$ cat config.mk
export PLATFORM = sky130hd
export DESIGN_NAME = seg_type_decode
export DESIGN_NICKNAME = d
export VERILOG_FILES = /design/src/rtl/segchk_pkg.sv /design/src/rtl/seg_type_decode.sv
export VERILOG_INCLUDE_DIRS = /design/src /design/src/rtl
export SDC_FILE = /design/constraint.sdc
export NUM_CORES = 1
export LEC_CHECK = 0
export BUFFER_PORTS_ARGS = -buffer_cell sky130_fd_sc_hd__buf_2
export CORE_AREA = 2 2 39 41
export DETAILED_ROUTE_END_ITERATION = 8
export DIE_AREA = 0 0 41 43
export GPL_TIMING_DRIVEN = 0
export PLACE_DENSITY_LB_ADDON = 0.25
export REMOVE_ABC_BUFFERS = 1
export SKIP_LAST_GASP = 1
export SLEW_MARGIN = 20
export SYNTH_ARGS = -nofsm -noshare
export SYNTH_HDL_FRONTEND = slang
export SYNTH_SLANG_ARGS = --single-unit
$ cat constraint.sdc
create_clock -name vclk -period 1.3
set_clock_uncertainty 0.15 [all_clocks]
set_input_delay 0.065 -clock vclk [all_inputs]
set_output_delay 0.065 -clock vclk [all_outputs]
set_load 0.01 [all_outputs]
$ cat src/rtl/segchk_defines.svh
// Constant definitions for the segment descriptor type checker
`ifndef SEGCHK_DEFINES_SVH
`define SEGCHK_DEFINES_SVH

// ==========================================
// Register byte offsets
`define OFF_DESC_LO 8'h00
`define OFF_DESC_HI 8'h04
`define OFF_CTRL 8'h08
`define OFF_OFFSET 8'h0C
`define OFF_GO 8'h10
`define OFF_STATUS 8'h14

// ==========================================
// Reset values
`define CTRL_RESET 32'h0000_0010
`define ZERO_WORD 32'h0000_0000

// ==========================================
// Descriptor upper doubleword fields, plus the low limit field of the lower doubleword
`define TYPE_MSB 11
`define TYPE_LSB 8
`define TYPE_ACC_BIT 8
`define DESC_S_BIT 12
`define DPL_MSB 14
`define DPL_LSB 13
`define LIM_HI_MSB 19
`define LIM_HI_LSB 16
`define DESC_B_BIT 22
`define DESC_G_BIT 23
`define LIM_LO_MSB 15
`define LIM_LO_LSB 0

// ==========================================
// Limit scaling and upper bounds
`define GRAN_FILL 12'hFFF
`define GRAN_ZERO 12'h000
`define BOUND_BIG 32'hFFFF_FFFF
`define BOUND_SMALL 32'h0000_FFFF

// ==========================================
// Control register fields
`define CTRL_OP_MSB 1
`define CTRL_OP_LSB 0
`define CTRL_WRITE_BIT 2
`define CTRL_GATE_BIT 3
`define CTRL_PROT_BIT 4
`define CTRL_MEMWR_BIT 5
`define CTRL_CPL_MSB 7
`define CTRL_CPL_LSB 6

// ==========================================
// System type codes
`define SYS_RSVD0 4'h0
`define SYS_TSS16_AV 4'h1
`define SYS_LDT 4'h2
`define SYS_TSS16_BSY 4'h3
`define SYS_CALL16 4'h4
`define SYS_TASKG 4'h5
`define SYS_INT16 4'h6
`define SYS_TRAP16 4'h7
`define SYS_RSVD8 4'h8
`define SYS_TSS32_AV 4'h9
`define SYS_RSVD10 4'hA
`define SYS_TSS32_BSY 4'hB
`define SYS_CALL32 4'hC
`define SYS_RSVD13 4'hD
`define SYS_INT32 4'hE
`define SYS_TRAP32 4'hF

// ==========================================
// Bus responses
`define RESP_OKAY 2'h0
`define RESP_SLVERR 2'h2

`endif

$ cat src/rtl/segchk_pkg.sv
// Types shared by the segment descriptor type checker
package segchk_pkg;

  typedef enum logic [1:0] {CLASS_SYSTEM, CLASS_DATA, CLASS_CODE} desc_class_t;

  typedef enum logic [3:0] {
    SYS_NONE, SYS_RESERVED, SYS_TSS16_AVAIL, SYS_LOCAL_TABLE, SYS_TSS16_BUSY, SYS_CALL16,
    SYS_TASK_GATE, SYS_INT16, SYS_TRAP16, SYS_TSS32_AVAIL, SYS_TSS32_BUSY, SYS_CALL32,
    SYS_INT32, SYS_TRAP32
  } sys_kind_t;

  typedef enum logic [1:0] {OP_LOAD_STACK, OP_LOAD_DATA, OP_TRANSFER, OP_ACCESS} op_t;

  typedef struct packed {
    desc_class_t cls;
    logic accessed;
    logic writable;
    logic expand_down;
    logic readable;
    logic conforming;
    sys_kind_t kind;
    logic reserved;
  } type_info_t;

  typedef struct packed {
    logic [19:0] limit;
    logic gran;
    logic big;
    logic expand_down;
    logic [31:0] offset;
  } limit_req_t;

endpackage

$ cat src/rtl/seg_type_decode.sv
// Descriptor class and type field decoder
`timescale 1ns/1ps
`include "segchk_defines.svh"

module seg_type_decode (
  input wire logic [31:0] desc_hi,
  output segchk_pkg::type_info_t info
);

  logic [3:0] typ;

  // Bit 20 is free for software and never looked at here
  always_comb begin
    typ = desc_hi[`TYPE_MSB:`TYPE_LSB];
    info = '0;
    info.kind = segchk_pkg::SYS_NONE;
    if (desc_hi[`DESC_S_BIT]) begin
      info.cls = typ[3] ? segchk_pkg::CLASS_CODE : segchk_pkg::CLASS_DATA;
      info.accessed = typ[0];
      if (typ[3]) begin
        info.readable = typ[1];
        info.conforming = typ[2];
      end else begin
        info.writable = typ[1];
        info.expand_down = typ[2];
      end
    end else begin
      info.cls = segchk_pkg::CLASS_SYSTEM;
      unique case (typ)
        `SYS_TSS16_AV: info.kind = segchk_pkg::SYS_TSS16_AVAIL;
        `SYS_LDT: info.kind = segchk_pkg::SYS_LOCAL_TABLE;
        `SYS_TSS16_BSY: info.kind = segchk_pkg::SYS_TSS16_BUSY;
        `SYS_CALL16: info.kind = segchk_pkg::SYS_CALL16;
        `SYS_TASKG: info.kind = segchk_pkg::SYS_TASK_GATE;
        `SYS_INT16: info.kind = segchk_pkg::SYS_INT16;
        `SYS_TRAP16: info.kind = segchk_pkg::SYS_TRAP16;
        `SYS_TSS32_AV: info.kind = segchk_pkg::SYS_TSS32_AVAIL;
        `SYS_TSS32_BSY: info.kind = segchk_pkg::SYS_TSS32_BUSY;
        `SYS_CALL32: info.kind = segchk_pkg::SYS_CALL32;
        `SYS_INT32: info.kind = segchk_pkg::SYS_INT32;
        `SYS_TRAP32: info.kind = segchk_pkg::SYS_TRAP32;
        `SYS_RSVD0, `SYS_RSVD8, `SYS_RSVD10, `SYS_RSVD13: begin
          info.kind = segchk_pkg::SYS_RESERVED;
          info.reserved = 1'b1;
        end
      endcase
    end
  end

endmodule

; Word-level counts from Yosys, hierarchy flattened
; Cells that the tools add are included.
[classes]
reduce_logical = 2
muxes = 8
eq_ne = 15
[op_table]
columns = op, count
row1 = one-hot mux 4 bit (13 select lines), 1
row2 = equality test 4 bit (second input constant), 8
row3 = equality test 4 x 3 -> 1 bit (second input constant), 4
row4 = two-way mux 5 bit, 2
row5 = equality test 4 x 2 -> 1 bit (second input constant), 2
row6 = two-way mux 2 bit, 4
row7 = equality test 4 x 1 -> 1 bit (second input constant), 1
row8 = logical NOT 4 bit, 1
row9 = OR reduction 4 bit, 1
row10 = two-way mux 1 bit, 1
[word_totals]
in_bits = 32
output_inout_bits = 12
ff_bits = 0

; Logic depth before layout (Yosys ltp)
; Gate-level depths: netlist of run 1.
[depth]
depth_word = 4
depth_mapped = 4
mapped_depth_nobuf = 3

; Least setup slack after synthesis of run 1
; OpenSTA, ideal clock, no wires.
[synth_path]
kind = input to output
startpoint = input port desc_hi[9]
endpoint = output port info[3] (netlist bit)
arrival_time_ns = 0.768
stages = 4
n_path_buf = 1
path_slack_ns = 0.317
cell_sequence = clkbuf_1 nor2b_1 a21oi_1 o31ai_1
[synth_rtl]
columns = item, line_no
row1 = "start, declared", seg_type_decode.sv:6  ; input wire logic [31:0] desc_hi,
row2 = "end, declared", seg_type_decode.sv:7  ; output segchk_pkg::type_info_t info

==> metrics.txt, run 1 <==
status=completed; Crit. Startpoint=desc_hi[10]; RD Place Congestion=0.621; initial antenna violation count=0; height of the die=43 µm; # rows=14; via count=251; Power Density=316 nW/µm²; Syn-to-layout area delta=47.4%; largest area contributor in the netlist=and2_1; MaxCap Viol Count=0; Ports=44; mux contribution to synthesized area=5.84%; grt total ovfl=0; Final ANT Viol Nets=0; Hold Fails Final Rpt=0; Avg Vias per Cell=4.18; Slew Limit Headroom=84.3%; crit path DAT=0.91 ns; Starting Density=13.9%; Port Buffers=17; largest family of logic cells by synthesized area=simple AND/OR/NAND/NOR gates; largest net degree at the start of global routing=14; most numerous cell in the Yosys netlist=and2_1; Hold Crit Class=input port to primary output; Cells after Synth=30; Seq/Total Area, Yosys=0%; post-synth design cell area=roughly 190 µm²; sum of buffers and inverters on the critical path=2; DP HPWL=432 µm; first-pass GRT wire length=~880 µm; slowest stage delay, CP=0.26 ns; share of layout cells above drive strength 1=43.2%; drt initial violations=2; final wirelength=roughly 570 µm; Hold EP=info[1]; post-route setup TNS=0 ns; critical path class=input port to primary output; clkbuf count=0; vias in the first global route=~190; Synth Area in XOR/XNOR=0%; global-route usage over all layers=6.49%; Nets=78; Placeable Area=1380 µm²; Crit. End Element=primary output; RSZ-0062 raised after global routing=false; actual slew at the worst max-slew pin=0.235 ns; # DRC=0; Register Area=0 µm²; Post-synth top cells=and2_1, nor2_1, nor2b_1; ranking of synthesized cells by area=and2_1, nor2b_1, and3_1; startpoint type of the worst setup path=input port; share of Yosys cell area claimed by the top area cell type=13.0%; period utilization=around 87%; PostCTS Resize Cnt=0; total power=0.0000898 W; syn_area_per_cell=6.42 µm²; setup violators final=0; YS warnings=0; CP top delay family=buffers and inverters; hold depth=3; Min-Delay Startpoint=desc_hi[12]; Post-CTS Setup Bufs=0; DIE AREA=1760 µm²; Compound-Gate Fraction of Synth Area=24.0%; most used cell, CP=buf_2; library cells used by synthesis=19; Wirelength per Cell=9.42 µm; drt pass-1 iters=4; fin crit period=roughly 1.1 ns; worst-path cell chain=buf_2, and2b_1, a21oi_1, o31ai_1, buf_2; worst path required time=1.09 ns; Leakage=0.152 nW; FFs & Latches=0; Post-Synth Adder-Cell Area=0%; antenna cells=0; Synth Area in Simple Gates=approximately 63%; crit path max fanout=8; Chip Width=41 µm; slowest CP cell=and2b_1; fmax=887 MHz; hold buffers post-CTS=0; Max Transition Viols Final=0; Peak VDD IR=52.7 µV
[per-stage QoR]
| step | setup WS [ns] | instances | area (µm²) | util (%) | hold slack [ns] |
|---|---|---|---|---|---|
| 2_1_floorplan | 0.395 | 27 | 179 | - | 0.0132 |
| 3_3_place_gp | 0.120 | 60 | 284 | 20.5 | 0.368 |
| 3_5_place_dp | 0.161 | 60 | 284 | 20.5 | 0.364 |
| 4_1_cts | 0.155 | 60 | 284 | 20.5 | 0.364 |
| 5_1_grt | 0.0972 | 60 | 284 | 20.5 | 0.399 |
| 6_report | 0.172 | 60 | 284 | 20.5 | 0.363 |
[worst max-delay path by stage]
stage	slack, ns	cells past startpoint	endpoint
global route	0.1	5	info[3]
floorplan	0.40	3	info[3]
CTS	0.15	5	info[3]
finish	0.17	5	info[3]
detailed placement	0.16	5	info[1]
global placement	0.12	5	info[3]
[routing by layer]
metal / wire length, µm / vias up / track usage (%)
li1: - / 138 / -
met1: 275 / 105 / 10.4
met2: 242 / 8 / 9.38
met3: 47 / 0 / 1.05
met4: 0 / 0 / 0
met5: 0 / - / 0
[logic make-up (layout without fill, tap and decap cells)]
kind of cell | count (synthesis) | in the layout
muxes | 1 | 1
buffers and inverters | 3 | 17
and+or+nand+nor | 19 | 19
AOI/OAI and AO/OA | 7 | 7
[cells in the final DEF, fill, tap and decap left out]
| master | count |
|---|---|
| a32oi_1 | 1 |
| and2b_1 | 1 |
| o31ai_1 | 1 |
| and3b_1 | 1 |
| a21oi_1 | 2 |
| a22oi_1 | 1 |
| nor2b_1 | 3 |
| nor3_1 | 2 |
| o21a_1 | 1 |
| nand4bb_1 | 1 |
| and2_1 | 4 |
| mux2_2 | 1 |
| nand2b_1 | 1 |
| and3_1 | 2 |
| buf_2 | 17 |
| o21ai_0 | 1 |
| nor3_2 | 1 |
| nor2_1 | 3 |
[power by group]
group | internal (W) | leakage [nW] | switching, W
combinational | 0.0000401 | 0.152 | 0.0000497
clock | 0 | 0 | 0
sequential | 0 | 0 | 0
total | 0.0000401 | 0.152 | 0.0000497
[cell type report]
cell class | instances | area (µm²)
timing repair buffer | 17 | 85.1
tap | 16 | 20.0
fill | 167 | 1100
multi-input combinational | 27 | 179
No activity file was read; power rests on OpenSTA's default activity.
==> run 2, diff against run 1 <==
==> constraint.sdc (replaced) <==
create_clock -name vclk -period 1.3
set_clock_uncertainty 0.15 [all_clocks]
set_input_delay 0.13 -clock vclk [all_inputs]
set_output_delay 0.13 -clock vclk [all_outputs]
set_load 0.01 [all_outputs]
==> run 2 against run 1 <==
Net effect: hold slack better by 0.11 ns; setup slack worse by 0.12 ns; critical path depth unchanged; first-iteration DRC count unchanged; count of clock-buffer cells in the layout unchanged; combinational power up 2.4%; non-clock buffer count unchanged; maximum frequency down 9.8%; highest routed layer unchanged; die area unchanged; global-route usage unchanged; cell area up 2.2%; power up 2.5%.
==> metrics.txt, run 2 (synthesized netlist as in run 1, its figures left out) <==
commonest non-fill, non-tap cell in the layout=buf_2; Crit. End Element=primary output; Final Util=21.0% (+0.45 points); period utilization=96.2% (+9.4 points); MaxCap Viol Count=0 (unchanged); dpl cells=60 (unchanged); FFs & Latches=0 (unchanged); Post-CTS Setup Bufs=0 (unchanged); Hold Crit Class=input port to primary output; clkbuf count=0 (unchanged); final wirelength=572 µm (+1.2%); Avg Vias per Cell=4.18 (unchanged); drt pass-1 iters=4 (unchanged); vias in the first global route=192 (unchanged); Crit. Startpoint=desc_hi[8]; Slew Limit Headroom=84.6% (+0.30 points); PostCTS Resize Cnt=0 (unchanged); hold depth=3 (unchanged); Min-Delay Startpoint=desc_hi[10]; Wirelength per Cell=9.53 µm (+1.2%); antenna cells=0 (unchanged); post-route setup TNS=0 ns (unchanged); worst path required time=1.02 ns (-0.07 ns); RD Place Congestion=0.621 (unchanged); Nets=78 (unchanged); total power=0.0000920 W (+2.5%); fmax=800 MHz (-9.8%); Peak VDD IR=52.6 µV (-0.25%); Power Density=317 nW/µm² (+0.29%); dpl ws=0.0315 ns (-0.130 ns); Hold EP=info[7]; status=completed; leading cell types in the layout, fill and taps excluded=buf_2, and2_1, nor2b_1, nor2_1; Chip Width=41 µm (unchanged); Placeable Area=1380 µm² (unchanged); global-route usage over all layers=6.49% (unchanged); Finished Layout Cells=60 (unchanged); Syn-to-layout area delta=50.6%; Starting Density=13.9% (unchanged); grt total ovfl=0 (unchanged); slowest stage delay, CP=0.23 ns (-0.03 ns); worst-path cell chain=clkbuf_4, and2b_2, o21a_1, nor3_2, buf_2; drt initial violations=2 (unchanged); RSZ-0062 raised after global routing=false; Ports=44 (unchanged); Port Buffers=17 (unchanged); Leakage=0.153 nW (+0.82%); hold buffers post-CTS=0 (unchanged); # DRC=0 (unchanged); slowest CP cell=and2b_2; final worst slack=0.0498 ns (-0.123 ns); Max Transition Viols Final=0 (unchanged); largest net degree at the start of global routing=14 (unchanged); height of the die=43 µm (unchanged); first-pass GRT wire length=876 µm (unchanged); actual slew at the worst max-slew pin=0.231 ns (-0.00455 ns); fillcell total=169 (+1.2%); Final ANT Viol Nets=0 (unchanged); critical path class=input port to primary output; via count=251 (unchanged); DP HPWL=432 µm (unchanged); initial antenna violation count=0 (unchanged); Register Area=0 µm² (unchanged); share of layout cells above drive strength 1=45.5% (+2.3 points); fin crit period=1.25 ns (+0.123 ns); Hold Fails Final Rpt=0 (unchanged); # rows=14 (unchanged); crit path DAT=0.97 ns (+0.06 ns); crit path max fanout=8 (unchanged); DIE AREA=1760 µm² (unchanged); setup violators final=0 (unchanged); startpoint type of the worst setup path=input port
run 2: metrics by stage:
step,hold slack (ns),cell area [µm²]
floorplan,0.143,179
global route,0.497,290
CTS,0.494,284
detailed placement,0.494,284
finish,0.473,290
global placement,0.498,284
run 2: worst max-delay path by stage:
stage                    to  slack [ns]  cells past startpoint
floorplan           info[3]        0.27                      3
global placement    info[3]       -0.01                      5
detailed placement  info[1]        0.03                      5
CTS                 info[3]        0.02                      5
global route        info[1]       0.001                      5
finish              info[1]        0.05                      5
run 2: cell type report:
class	instances	area, µm²	area share (%)
Tap cell	16	20.0	6.90
Multi-Input combinational cell	27	180	62.1
Timing Repair Buffer	17	90.1	31.0
run 2: routing by layer:
layer  vias up  share of wire, %  global-route usage [%]
met2         8                41                    9.38
met5         -                 0                       0
met1       106                51                    10.4
li1        137                 -                       -
met3         0               8.2                    1.05
met4         0                 0                       0
run 2: worst max-delay path: cells and delay by family:
| kind | cells | cell delay [ns] |
|---|---|---|
| AOI/OAI and AO/OA | 1 | 0.18 |
| buffers and inverters | 2 | 0.30 |
| and+or+nand+nor | 2 | 0.37 |
run 2: where the power goes:
| part | total [W] | switching, W | internal [W] |
|---|---|---|---|
| sequential | 0 | 0 | 0 |
| clock | 0 | 0 | 0 |
| combinational | 0.0000920 | 0.0000498 | 0.0000422 |
==> run 3, diff against run 2 <==
clock period = 1.08 ns   (was 1.3 ns; I/O delays follow)
==> run 3 against run 2 <==
Net effect: the flow now finishes with violations (setup timing); sequential share of layout area is the same; count of clock-buffer cells in the layout did not move; sequential cell count unchanged; power up 44%; hold slack worse by 0.10 ns; global-route usage rose by 0.80 points; largest cell class unchanged; largest power group unchanged.
==> metrics.txt, run 3 (synthesized netlist as in run 1, its figures left out) <==
Hold EP=info[10]; critical path class=input port to primary output; slowest CP cell=and2b_2; setup violators final=3 (+3); grt total ovfl=0 (unchanged); # rows=14 (unchanged); Final ANT Viol Nets=0 (unchanged); initial antenna violation count=0 (unchanged); Final Util=25.0% (+4.1 points); slowest stage delay, CP=0.24 ns (about the same); hold buffers post-CTS=0 (unchanged); MaxCap Viol Count=0 (unchanged); Hold WS=0.368 ns (-0.105 ns); worst path required time=0.82 ns (-0.20 ns); Slew Limit Headroom=86.9% (+2.3 points); Nets=80 (+2.6%); startpoint type of the worst setup path=input port; Starting Density=13.9% (unchanged); crit path max fanout=7 (-1); via count=260 (+3.6%); largest net degree at the start of global routing=14 (unchanged); Placeable Area=1380 µm² (unchanged); RSZ-0062 raised after global routing=true; failing checks=setup timing; drt initial violations=0 (-2); first-pass GRT wire length=972 µm (+11%); FFs & Latches=0 (unchanged); hold depth=3 (unchanged); sum of buffers and inverters on the critical path=2 (unchanged); final worst slack=-0.0590 ns (-0.109 ns); status=complete, but fails checks; worst-path cell chain=buf_8, and2b_2, a21oi_2, o31ai_1, buf_2; final wirelength=622 µm (+8.7%); Power Density=381 nW/µm² (+20%); DIE AREA=1760 µm² (unchanged); Wirelength per Cell=10.0 µm (+5.2%); Hold Fails Final Rpt=0 (unchanged); clkbuf count=0 (unchanged); Crit. End Element=primary output; antenna cells=0 (unchanged); actual slew at the worst max-slew pin=0.195 ns (-0.0351 ns); drt pass-1 iters=1 (-3); Hold Crit Class=input port to primary output; Register Area=0 µm² (unchanged); fin crit period=1.14 ns; DP HPWL=432 µm (unchanged); crit path DAT=0.88 ns (-0.09 ns); Chip Width=41 µm (unchanged); commonest non-fill, non-tap cell in the layout=buf_2; Max Transition Viols Final=0 (unchanged); CP top delay family=buffers and inverters; vias in the first global route=211 (+9.9%); Crit. path cell count=5 (unchanged); leading cell types in the layout, fill and taps excluded=buf_2, and2_1, nor2b_2, nor2_1, buf_4; period utilization=105%; fillcell total=166 (-1.8%); DP Area=284 µm² (unchanged); Leakage=0.175 nW (+14%); fmax=878 MHz; height of the die=43 µm (unchanged); Peak VDD IR=59.3 µV (+13%); Avg Vias per Cell=4.19 (+0.24%); Port Buffers=17 (unchanged); Min-Delay Startpoint=desc_hi[11]; global-route usage over all layers=7.29% (+0.80 points); Ports=44 (unchanged); Syn-to-layout area delta=79.9%; share of layout cells above drive strength 1=60.9% (+15 points); # DRC=0 (unchanged); RD Place Congestion=0.621 (unchanged); fin area=347 µm² (+19%)
run 3: timing repair:
item | CTS | global route
buffers inserted | 2 | 0
endpoints found under the setup margin | 4 | 7
pin swaps | 5 | 1
gates resized for setup | 11 | 5
run 3: worst max path at each step:
stage,startpoint,end,slack [ns]
after floorplan,desc_hi[10],info[3],0.09
after global placement,desc_hi[10],info[3],-0.19
after detailed placement,desc_hi[10],info[1],-0.14
after CTS,desc_hi[10],info[3],-0.10
after global routing,desc_hi[10],info[3],-0.12
final,desc_hi[10],info[3],-0.06
run 3: layout make-up:
cell class	count	area [µm²]	share of cell area, %
multi-input cells	27	198	57.0
well taps	16	20.0	5.78
repair buffers	19	129	37.2
run 3: routing by layer:
layer	GRT usage, %	vias up	routed length, µm	share of wire (%)
li1	-	142	-	-
met2	11.3	8	279	45
met1	11.1	110	293	47
met3	1.05	0	49	7.9
met5	0	-	0	0
met4	0	0	0	0
run 3: metrics by stage:
stage	setup TNS [ns]	setup WS [ns]	cells	power, W
2_1_floorplan	0	0.0891	27	0.0000559
3_3_place_gp	-0.529	-0.186	60	0.000109
3_5_place_dp	-0.479	-0.145	60	0.000109
4_1_cts	-0.195	-0.105	62	0.000128
5_1_grt	-0.318	-0.116	62	0.000146
6_report	-0.134	-0.0590	62	0.000132
run 3: report_power, final:
| group | switching (W) | internal, W |
|---|---|---|
| clock | 0 | 0 |
| sequential | 0 | 0 |
| combinational | 0.0000645 | 0.0000677 |
| total | 0.0000645 | 0.0000677 |
